==> config.mk <==
export PLATFORM = sky130hd
export DESIGN_NAME = pwr_seq
export DESIGN_NICKNAME = d
export VERILOG_FILES = /design/src/verilog/pwr_seq_pkg.sv /design/src/verilog/pwr_seq.sv
export VERILOG_INCLUDE_DIRS = /design/src /design/src/verilog
export SDC_FILE = /design/constraint.sdc
export NUM_CORES = 1
export LEC_CHECK = 0
export BUFFER_PORTS_ARGS = -buffer_cell sky130_fd_sc_hd__buf_4
export CELL_PAD_IN_SITES_DETAIL_PLACEMENT = 0
export CELL_PAD_IN_SITES_GLOBAL_PLACEMENT = 1
export CORE_ASPECT_RATIO = 0.75
export CORE_UTILIZATION = 40
export DETAILED_ROUTE_END_ITERATION = 8
export PLACE_DENSITY_LB_ADDON = 0.1
export SYNTH_ARGS = -nofsm -noshare
export SYNTH_HDL_FRONTEND = slang
export SYNTH_SLANG_ARGS = --single-unit
==> constraint.sdc <==
create_clock -name clk_i -period 2.6 [get_ports clk_i]
set_input_delay 0.52 -clock clk_i [delete_from_list [all_inputs] [get_ports clk_i]]
set_output_delay 0.52 -clock clk_i [all_outputs]
set_load 0.03 [all_outputs]
==> src/verilog/pwr_seq_defines.svh <==
`ifndef PWR_SEQ_DEFINES_SVH
`define PWR_SEQ_DEFINES_SVH
// Purpose: constants of the power button and wake sequencer
// Assumes: 250 MHz standby clock
// Notes: long counts are overridable parameters of the top module
`define CLK_MHZ 250
`define HOLD_TIME_MS 4000
`define HOLD_CYCLES (`HOLD_TIME_MS * 1000 * `CLK_MHZ)
`define DEBOUNCE_TIME_MS 20
`define DEBOUNCE_CYCLES (`DEBOUNCE_TIME_MS * 1000 * `CLK_MHZ)
`define CNT_W 32
`define SLP_S1 2'h0
`define SLP_S3 2'h1
`define SLP_S4 2'h2
`define SLP_S5 2'h3
`endif

==> src/verilog/pwr_seq_pkg.sv <==
// Purpose: types of the power button and wake sequencer
// Assumes: included defines
// Notes: none
package pwr_seq_pkg;
  typedef enum logic [4:0] {
    ST_S0 = 5'h01,
    ST_S1 = 5'h02,
    ST_S3 = 5'h04,
    ST_S4 = 5'h08,
    ST_S5 = 5'h10
  } pstate_t;

  typedef struct packed {
    logic pwr_btn;
    logic rtc_alarm;
    logic pcie_wake;
    logic modem_ring;
    logic ps2_act;
    logic usb_act;
    logic lan_wake;
    logic pme;
  } wake_src_t;

  typedef struct packed {
    logic main_rails_on;
    logic devices_on;
    logic cpu_run;
    logic cold_boot;
  } pwr_ctl_t;
endpackage : pwr_seq_pkg

==> src/verilog/pwr_seq.sv <==
// Purpose: power switch timing, sleep state sequencing and wake gating
// Assumes: one always-on standby clock; all wake and switch pins asynchronous
// Notes: os requests are one-cycle pulses from logic on the same clock
//
// Operation
// - Short press: off to on, on to sleep, sleep to on
// - Long press while working forces soft-off
// - Long press while sleeping goes to soft-off
// - Only OS requests, switch or wake events change states
// - OS can command soft-off
// - S3, S4, S5 power only wake logic
// - Leaving S5 is a cold boot
// - Switch, RTC, PCIe wake from S1-S5
// - Ring, PS/2, USB wake S1/S3 only
// - LAN, PME in S5 need option, default off
// - LAN wake in S5 starts system when enabled
// - Closed cover switch flags intrusion
// - PME wake needs wake-on-PME option
// - Soft-off drops main rails, keeps standby
`include "pwr_seq_defines.svh"
module pwr_seq #(
  parameter logic [`CNT_W-1:0] HOLD_CYCLES = `CNT_W'(`HOLD_CYCLES),
  parameter logic [`CNT_W-1:0] DEBOUNCE_CYCLES = `CNT_W'(`DEBOUNCE_CYCLES)
) (
  input wire logic clk_i,
  input wire logic arst_n_i,
  input wire logic ce_i,
  input wire logic pwr_btn_n_i,
  input wire pwr_seq_pkg::wake_src_t wake_i,
  input wire logic cover_sw_closed_i,
  input wire logic os_req_i,
  input wire logic [1:0] os_req_state_i,
  input wire logic os_req_off_i,
  input wire logic os_req_wake_i,
  input wire logic s5_wake_en_i,
  input wire logic pme_wake_en_i,
  input wire logic intrusion_clr_i,
  output logic [4:0] state_o,
  output pwr_seq_pkg::pwr_ctl_t pwr_o,
  output logic intrusion_o
);
  ////////////////////////////////////////////////////////////////////////////
  // Synchronisers: every switch, cover and wake pin level passes two stages before any logic
  logic btn_raw;
  logic cover_closed;
  logic [7:0] wk_raw;
  pwr_seq_sync #(.W(1)) u_sync_btn (
    .clk_i(clk_i),
    .arst_n_i(arst_n_i),
    .ce_i(ce_i),
    .d_i(~pwr_btn_n_i),
    .q_o(btn_raw)
  );
  pwr_seq_sync #(.W(1)) u_sync_cover (
    .clk_i(clk_i),
    .arst_n_i(arst_n_i),
    .ce_i(ce_i),
    .d_i(cover_sw_closed_i),
    .q_o(cover_closed)
  );
  pwr_seq_sync #(.W(8)) u_sync_wake (
    .clk_i(clk_i),
    .arst_n_i(arst_n_i),
    .ce_i(ce_i),
    .d_i(wake_i),
    .q_o(wk_raw)
  );
  wire pwr_seq_pkg::wake_src_t wk = pwr_seq_pkg::wake_src_t'(wk_raw);

  ////////////////////////////////////////////////////////////////////////////
  // Debounce: level must hold for the whole window before it is believed
  logic [`CNT_W-1:0] db_cnt_q;
  logic btn_q;
  wire logic db_diff = btn_raw != btn_q;
  wire logic db_done = db_cnt_q >= DEBOUNCE_CYCLES - `CNT_W'(1);
  // Any return to the believed level restarts the window
  wire logic db_clr = !db_diff || db_done;
  pwr_seq_timer #(.W(`CNT_W)) u_db_timer (
    .clk_i(clk_i),
    .arst_n_i(arst_n_i),
    .ce_i(ce_i),
    .clr_i(db_clr),
    .inc_i(db_diff),
    .cnt_o(db_cnt_q)
  );
  always_ff @(posedge clk_i or negedge arst_n_i) begin
    if (!arst_n_i) begin
      btn_q <= 1'b0;
    end else if (ce_i && db_diff && db_done) begin
      btn_q <= btn_raw;
    end
  end

  ////////////////////////////////////////////////////////////////////////////
  // Press timer: a long press acts at the threshold, a short one on release
  logic [`CNT_W-1:0] hold_cnt_q;
  logic long_done_q;
  logic btn_d1_q;
  wire logic press_edge = btn_q && !btn_d1_q;
  wire logic release_edge = !btn_q && btn_d1_q;
  wire logic long_hit = btn_q && !long_done_q && (hold_cnt_q >= HOLD_CYCLES - `CNT_W'(1));
  wire logic short_press = release_edge && !long_done_q;
  // Count stops at the threshold so a very long hold cannot wrap
  wire logic hold_inc = btn_q && !long_hit && !long_done_q;
  pwr_seq_timer #(.W(`CNT_W)) u_hold_timer (
    .clk_i(clk_i),
    .arst_n_i(arst_n_i),
    .ce_i(ce_i),
    .clr_i(press_edge),
    .inc_i(hold_inc),
    .cnt_o(hold_cnt_q)
  );
  always_ff @(posedge clk_i or negedge arst_n_i) begin
    if (!arst_n_i) begin
      long_done_q <= 1'b0;
      btn_d1_q <= 1'b0;
    end else if (ce_i) begin
      btn_d1_q <= btn_q;
      if (press_edge) begin
        long_done_q <= 1'b0;
      end else if (long_hit) begin
        long_done_q <= 1'b1;
      end
    end
  end

  ////////////////////////////////////////////////////////////////////////////
  // Wake gating per sleep state
  logic [4:0] st_q;
  wire logic in_s1 = st_q == pwr_seq_pkg::ST_S1;
  wire logic in_s3 = st_q == pwr_seq_pkg::ST_S3;
  wire logic in_s4 = st_q == pwr_seq_pkg::ST_S4;
  wire logic in_s5 = st_q == pwr_seq_pkg::ST_S5;
  wire logic sleeping = in_s1 | in_s3 | in_s4;
  wire logic wake_any = wk.rtc_alarm | wk.pcie_wake;
  wire logic wake_light = (in_s1 | in_s3) & (wk.modem_ring | wk.ps2_act | wk.usb_act);
  wire logic lan_ok = (sleeping & wk.lan_wake) | (in_s5 & s5_wake_en_i & wk.lan_wake);
  wire logic pme_ok = pme_wake_en_i & wk.pme & (sleeping | (in_s5 & s5_wake_en_i));
  wire logic wake_ev = (sleeping | in_s5) & (wake_any | wake_light | lan_ok | pme_ok);

  ////////////////////////////////////////////////////////////////////////////
  // State machine
  pwr_seq_pkg::pstate_t st_d;
  logic cold_d;
  logic cold_q;
  wire pwr_seq_pkg::pstate_t req_st =
    (os_req_state_i == `SLP_S1) ? pwr_seq_pkg::ST_S1 :
    (os_req_state_i == `SLP_S3) ? pwr_seq_pkg::ST_S3 :
    (os_req_state_i == `SLP_S4) ? pwr_seq_pkg::ST_S4 : pwr_seq_pkg::ST_S5;
  always_comb begin
    st_d = pwr_seq_pkg::pstate_t'(st_q);
    cold_d = cold_q;
    case (pwr_seq_pkg::pstate_t'(st_q))
      pwr_seq_pkg::ST_S0: begin
        if (long_hit) begin
          st_d = pwr_seq_pkg::ST_S5;
        end else if (os_req_off_i) begin
          st_d = pwr_seq_pkg::ST_S5;
        end else if (os_req_i) begin
          st_d = req_st;
        end else if (short_press) begin
          st_d = pwr_seq_pkg::ST_S1;
        end
      end
      pwr_seq_pkg::ST_S1, pwr_seq_pkg::ST_S3, pwr_seq_pkg::ST_S4: begin
        if (long_hit) begin
          st_d = pwr_seq_pkg::ST_S5;
        end else if (short_press || wake_ev || os_req_wake_i) begin
          st_d = pwr_seq_pkg::ST_S0;
        end
      end
      pwr_seq_pkg::ST_S5: begin
        if (short_press || wake_ev || os_req_wake_i) begin
          st_d = pwr_seq_pkg::ST_S0;
          cold_d = 1'b1;
        end
      end
      default: st_d = pwr_seq_pkg::ST_S5;
    endcase
    // Cold boot marker lasts only for the working state it opened
    if (st_d != pwr_seq_pkg::ST_S0) begin
      cold_d = 1'b0;
    end
  end

  always_ff @(posedge clk_i or negedge arst_n_i) begin
    if (!arst_n_i) begin
      st_q <= pwr_seq_pkg::ST_S5;
      cold_q <= 1'b0;
    end else if (ce_i) begin
      st_q <= st_d;
      cold_q <= cold_d;
    end
  end

  ////////////////////////////////////////////////////////////////////////////
  // Outputs, all registered
  logic [4:0] state_q;
  pwr_seq_pkg::pwr_ctl_t pwr_q;
  logic intr_q;
  pwr_seq_flag u_intr_flag (
    .clk_i(clk_i),
    .arst_n_i(arst_n_i),
    .ce_i(ce_i),
    .set_i(cover_closed),
    .clr_i(intrusion_clr_i),
    .flag_o(intr_q)
  );
  wire logic d_s0 = st_d == pwr_seq_pkg::ST_S0;
  wire logic d_s1 = st_d == pwr_seq_pkg::ST_S1;
  always_ff @(posedge clk_i or negedge arst_n_i) begin
    if (!arst_n_i) begin
      state_q <= 5'h10;
      pwr_q <= '0;
    end else if (ce_i) begin
      state_q <= st_d;
      pwr_q.main_rails_on <= d_s0 | d_s1;
      pwr_q.devices_on <= d_s0 | d_s1;
      pwr_q.cpu_run <= d_s0;
      pwr_q.cold_boot <= cold_d;
    end
  end
  assign state_o = state_q;
  assign pwr_o = pwr_q;
  assign intrusion_o = intr_q;
endmodule : pwr_seq

////////////////////////////////////////////////////////////////////////////////
// Two-stage synchroniser for asynchronous pin levels
module pwr_seq_sync #(
  parameter int W = 1
) (
  input wire logic clk_i,
  input wire logic arst_n_i,
  input wire logic ce_i,
  input wire logic [W-1:0] d_i,
  output logic [W-1:0] q_o
);
  logic [W-1:0] meta_q;
  logic [W-1:0] sync_q;
  // Only the second stage is read; the first may be metastable
  always_ff @(posedge clk_i or negedge arst_n_i) begin
    if (!arst_n_i) begin
      meta_q <= '0;
      sync_q <= '0;
    end else if (ce_i) begin
      meta_q <= d_i;
      sync_q <= meta_q;
    end
  end
  assign q_o = sync_q;
endmodule : pwr_seq_sync

////////////////////////////////////////////////////////////////////////////////
// Up counter with clear, used for debounce and press timing
module pwr_seq_timer #(
  parameter int W = 32
) (
  input wire logic clk_i,
  input wire logic arst_n_i,
  input wire logic ce_i,
  input wire logic clr_i,
  input wire logic inc_i,
  output logic [W-1:0] cnt_o
);
  logic [W-1:0] cnt_q;
  // Clear wins so a new press always starts timing from zero
  always_ff @(posedge clk_i or negedge arst_n_i) begin
    if (!arst_n_i) begin
      cnt_q <= '0;
    end else if (ce_i) begin
      if (clr_i) begin
        cnt_q <= '0;
      end else if (inc_i) begin
        cnt_q <= cnt_q + W'(1);
      end
    end
  end
  assign cnt_o = cnt_q;
endmodule : pwr_seq_timer

////////////////////////////////////////////////////////////////////////////////
// Sticky flag set by hardware and cleared by software
module pwr_seq_flag (
  input wire logic clk_i,
  input wire logic arst_n_i,
  input wire logic ce_i,
  input wire logic set_i,
  input wire logic clr_i,
  output logic flag_o
);
  logic flag_q;
  // Set beats clear so a cover opened during the clear is kept
  always_ff @(posedge clk_i or negedge arst_n_i) begin
    if (!arst_n_i) begin
      flag_q <= 1'b0;
    end else if (ce_i) begin
      flag_q <= set_i | (flag_q & ~clr_i);
    end
  end
  assign flag_o = flag_q;
endmodule : pwr_seq_flag

Word level (Yosys, flattened, before mapping). Index checks and enable logic that the tools add are counted.

Bits in registers: 94. Word-level logic and storage cells: 101.

Add/subtract/negate cells: 2. Multiplexer cells: 19. Magnitude comparators: 2. Reductions and logical operators: 28. Bitwise gates (word level): 23. Eq/ne operators: 11.

Operators by type and width (count): $mux 32 (4); $add 32x1->32 const B (2); $mux 5 (9); $ge 32x23->1 const B (1); $ge 32x30->1 const B (1); $pmux 5 s3 (1); $or 1x1->1 (13); $eq 5x1->1 const B (2); $eq 5x2->1 const B (2); $reduce_bool 2->1 (5); $logic_and 1x1->1 (9); $and 1x1->1 (8); $reduce_and 2->1 (3); $eq 5x3->1 const B (1); $eq 5x4->1 const B (1); $eq 5x5->1 const B (1); $logic_not 1->1 (5); $mux 1 (5); $ne 5x1->1 const B (1); $logic_or 1x1->1 (3); $reduce_and 3->1 (1); $reduce_or 3->1 (1); $eq 2x1->1 const B (1); $eq 2x2->1 const B (1); other kinds (3) (4).

Longest topological paths before layout.
Depth after elaboration: 16. Mapped depth: 10. Mapped depth without buffers: 8.

Hierarchy. Synthesis repeated with hierarchy kept, for this count alone.

Cell total of the unflattened synthesis: 574. Area, all modules: 5546.6 um^2.

By module, submodules not included: pwr_seq_timer (cells an instance 195, instances 2, area an instance 1804.2 um^2); pwr_seq (cells an instance 139, instances 1, area an instance 1106.1 um^2); pwr_seq_sync at u_sync_wake (cells an instance 34, instances 1, area an instance 649.4 um^2); pwr_seq_sync at u_sync_btn ... (cells an instance 4, instances 2, area an instance 72.6 um^2); pwr_seq_flag (cells an instance 3, instances 1, area an instance 37.5 um^2).

Least setup slack after synthesis. OpenSTA, ideal clock, no wires.

Path type: register to register. Start point: register u_hold_timer.cnt_q[26], in the netlist u_hold_timer.cnt_o[26]. End point: register u_hold_timer.cnt_q[30], in the netlist u_hold_timer.cnt_o[30]. Slack: 0.371 ns. Buffers on the path: 2. Data required time: 2.468 ns. Arrival time: 2.097 ns. Stages on the path, launching flop included: 10. Period minus slack after synthesis: 2.229 ns. Library setup time: 0.132 ns. Cell sequence: dfrtp_1 > or4b_1 > nor4b_2 > and3_2 > o31a_1 > buf_6 > buf_6 > nor2_2 > a31oi_1 > nor2_1.

Word-level cells in the longest chain between the ends: 7. Elaborated cells between the ends (all ways): 10. Classes of those cells: 1 x add/sub; 1 x order compare; 2 x mux; 6 x reduce/logical.

Ends and longest elaborated chain: start: declaration (line pwr_seq.sv:266) `logic [W-1:0] cnt_q;`; start signal: assignment (line pwr_seq.sv:275) `cnt_q <= cnt_q + W'(1);`; $ge 32x30->1 (line pwr_seq.sv:101) `` wire logic long_hit = btn_q && !long_done_q && (hold_cnt_q >= HOLD_CYCLES - `CNT_W'(1)); ``; $logic_and 1x1->1 (line pwr_seq.sv:101); $logic_not 1->1 (line pwr_seq.sv:104) `wire logic hold_inc = btn_q && !long_hit && !long_done_q;`; $logic_and 1x1->1 (2 in series) (line pwr_seq.sv:104); $reduce_bool 2->1 (no line); $reduce_and 2->1 (no line).

Parallel ways exist; a longest one is shown, timed or not. The select of a mux whose other input is x is not followed. A chain may end at the register's enable or synchronous reset.

Worst setup path after layout.
Start point: register u_hold_timer.cnt_q[18], in the netlist u_hold_timer.cnt_o[18]. End point: register u_hold_timer.cnt_q[8], in the netlist u_hold_timer.cnt_o[8].

Word-level cells in the longest chain between the ends: 7.

Ends and longest elaborated chain (line): $ge 32x30->1 (pwr_seq.sv:101); $logic_and 1x1->1 (pwr_seq.sv:101); $logic_not 1->1 (pwr_seq.sv:104); $logic_and 1x1->1 (2 in series) (pwr_seq.sv:104); $reduce_bool 2->1 (no line); $reduce_and 2->1 (no line).

Every way passes these cells.

==> results.md <==
- Outcome: finished clean
- Fraction of the mapped netlist area in adder cells: 0.00514
- Hold Fails Final Rpt: 0
- Int Power: 2490 uW
- Cell with the most instances after synthesis: dfrtp_1
- Register area share after synthesis: 0.484
- Synthesized flop and latch total: 94
- Mapped Avg Cell Area: 9.85 um^2
- EDFF count, synth: 0
- Max Freq: just over 400 MHz
- Die area: 12600 um^2
- Ant diodes: 0
- Gate power share: 0.151
- Worst Setup End Kind: flip-flop
- Layout Skew: 0.00586 ns
- R2R setup slack: 0.11 ns
- Fraction of registers with async set/reset: 1.00
- Router iterations before antenna repair: 4
- CTS tree: built
- TNS Setup: 0 ns
- Top delay family on crit path: simple AND/OR/NAND/NOR gates
- Count of different cell masters after synthesis: 65
- CTS buffer count: 9
- Post-synthesis mux area share: 0.0460
- Switching pwr: 893 uW
- Die Span Y: 97.5 um
- Clock share of power: 0.368
- Startpoint Class: flip-flop
- Final Setup Violations: 0
- Core area: between 10000 and 15000 um^2
- DRT iter0 DRCs: 150
- Total track usage: 0.178
- Share of the synthesized area in the top cell type: 0.478
- CP max stage cell: or4b_1
- Share of cells above drive strength 1: 0.195
- Largest family of logic cells by synthesized area: simple AND/OR/NAND/NOR gates
- Clock Tree Buf Depth: 2
- Antenna Nets Post-Route: 0
- Synth Area in Simple Gates: 0.248
- WL per Instance: 14.6 um
- Detailed Place HPWL: 7.02 mm
- Sequential share of power: 0.481
- Post-synth top cells: dfrtp_1 (93), nor2_1 (77), nand2_1 (47)
- Place WS: between 0.1 and 0.15 ns
- Largest net degree at the start of global routing: 38
- Initial antenna violation count: 0
- Synth Net Count: between 500 and 600
- Critical path arrival: ~2.7 ns
- Worst min path class: in -> async
- Hold_ws: approximately 0.15 ns
- Power density over the cells: 600 nW/um^2
- Post-CTS Hold Fix Bufs: 0
- Final Slew Violations: 0
- CTS root buffer: clkbuf_16
- Yosys Warn Count: 0
- Routed via count: ~3600
- CP required: around 2.8 ns
- Post-Syn Area: 4870 um^2
- Launch point of the worst path: u_hold_timer.cnt_o[18]
- RSZ-0062 raised after global routing: false
- Worst slew margin: 0.538
- # IOs: 31
- LEAKAGE: about 0.0024 uW
- First-pass GRT wire length: about 18 mm
- Num rows: 34
- Fin crit share: 0.956
- Synth Area in Compound Gates: 0.0972
- Routability cong.: 0.772
- Ys flop type: dfrtp_1
- Maximum VDD drop: 0.000483 V
- CTS Sinks: 94
- Final instance area: about 5600 um^2
- DRC: 0
- Critical Setup Path Class: reg -> reg
- Max FO, Critical Path: 6
- Vias per inst: approximately 5.2
- Sw Ratio: 0.264
- H-tree Lvls: 3
- Max stage delay on crit path: roughly 0.58 ns
- Crit path cell chain: or4b_1 > nor4b_4 > and3_4 > o31a_1 > buf_4 > nor3_2 > xnor2_1 > nor2_1
- Grt ovf: 0
- Vias in the first global route: 3595
- Die extent in x: 129 um
- Final wirelength: 10.1 mm
- Reg-to-reg startpoint: u_hold_timer.cnt_o[18]
- Worst Tran Pin Value: 0.687 ns
- Initial Util: 0.414
- Layout Area Growth over Synthesis: 15.9%
- Clock slew at reported path FFs: 0.06 ns
- # nets final: approximately 550
- Max-cap viol count: 0
- DP Area: 5330 um^2
- Final min period: 2.49 ns
- CP Buf/Inv Count: 1
- Post-synthesis cell count: slightly below 500
- Later-pin clock latency in the skew report: 0.33 ns
- Post-route setup slack: around 0.11 ns
- Post-synth top area cell: dfrtp_1
- Leading cell types by total area after synthesis: dfrtp_1 (48%), nor2_1 (5.9%), xnor2_1 (4.7%)
- Post-Synth XOR/XNOR Area: 0.0918
- Port bufs: 29
==> worst reg2reg max path, stage by stage, from the launching register on <==
cell	delay [ns]
dfrtp_1	0.43
or4b_1	0.58
nor4b_4	0.26
and3_4	0.27
o31a_1	0.36
buf_4	0.22
nor3_2	0.05
xnor2_1	0.16
nor2_1	0.05
==> cell type report <==
type | count | area (um^2)
multi-input combinational | 371 | 2410
timing repair buffer | 47 | 378
fill | 1122 | 6100
inverter | 8 | 30.0
clock buffer | 10 | 229
clock inverter | 2 | 37.5
tap | 162 | 203
sequential | 94 | 2350
==> path summary, 6_finish.rpt <==
kind / end / cells after the start
max in group asynchronous: u_db_timer.cnt_o[21] / 2
max: u_hold_timer.cnt_o[8] / 8
min: u_db_timer.cnt_o[13] / 1
min in group clk_i: u_sync_btn.meta_q / 2
max reg2reg: u_hold_timer.cnt_o[8] / 8
min reg2reg: u_hold_timer.cnt_o[29] / 2
==> stage by stage <==
| step | std cells | util | power (uW) |
|---|---|---|---|
| 5_1_grt | 694 | 0.480 | 3560 |
| 6_report | 694 | 0.480 | 3390 |
| 2_1_floorplan | 494 | - | 1990 |
| 4_1_cts | 693 | 0.477 | 3440 |
| 3_3_place_gp | 681 | 0.454 | 2170 |
| 3_5_place_dp | 681 | 0.454 | 2170 |
==> repair_timing <==
action	in CTS	in global routing
gates resized for setup	0	6
setup endpoints to repair	0	18
setup buffers	0	1
==> cells by family (layout without fill, tap and decap cells) <==
kind of cell | count (synthesis) | after routing
simple gates | 231 | 231
flops | 94 | 94
compound gates | 67 | 67
xor+xnor | 51 | 51
buf+inv | 29 | 67
mux | 20 | 20
fa+ha+maj | 2 | 2
==> sequential cells by signal (all words and copies together) (netlist names), 3 cells and up <==
signal,flops
u_sync_wake.meta_q,7
pwr_o,3
u_hold_timer.cnt_o,32
state_o,5
u_db_timer.cnt_o,32
u_sync_wake.q_o,7
==> per-layer routing <==
layer  up-vias  share of wire  wire length (um)  GRT usage
met3         8          0.034               347     0.0391
met4         0          0.010               103     0.0471
met1      1751           0.51              5190      0.255
met2        54           0.44              4460      0.269
li1       1806              -                 -          -
met5         -              0                 0          0
==> power by group through the flow <==
stage / Clock [uW] / Combinational (uW) / Sequential [uW]
after floorplan: 0 / 303 / 1680
after global placement: 0 / 511 / 1660
after detailed placement: 0 / 518 / 1660
after CTS: 1290 / 520 / 1630
after global routing: 1360 / 563 / 1640
final: 1240 / 512 / 1630
==> placed cells by master (no fill, tap or decap), drive strengths merged, types with 2 or more instances in the layout <==
master	count
dfrtp	93
nor2	78
nand2	47
buf	47
xnor2	26
xor2	25
nand3	22
mux2	19
nor3	18
o21ai	16
and3	13
a31oi	10
a21oi	10
clkbuf	10
nand4	8
inv	8
nor4	8
nor3b	6
o211ai	5
nor4b	5
or3	4
o21a	4
and2	3
or2	3
o2bb2ai	3
nor2b	3
nand4b	3
nand2b	2
a21o	2
a211oi	2
nand3b	2
ha	2
or4b	2
a21boi	2
o31ai	2
(Power assumes the default switching activity.)
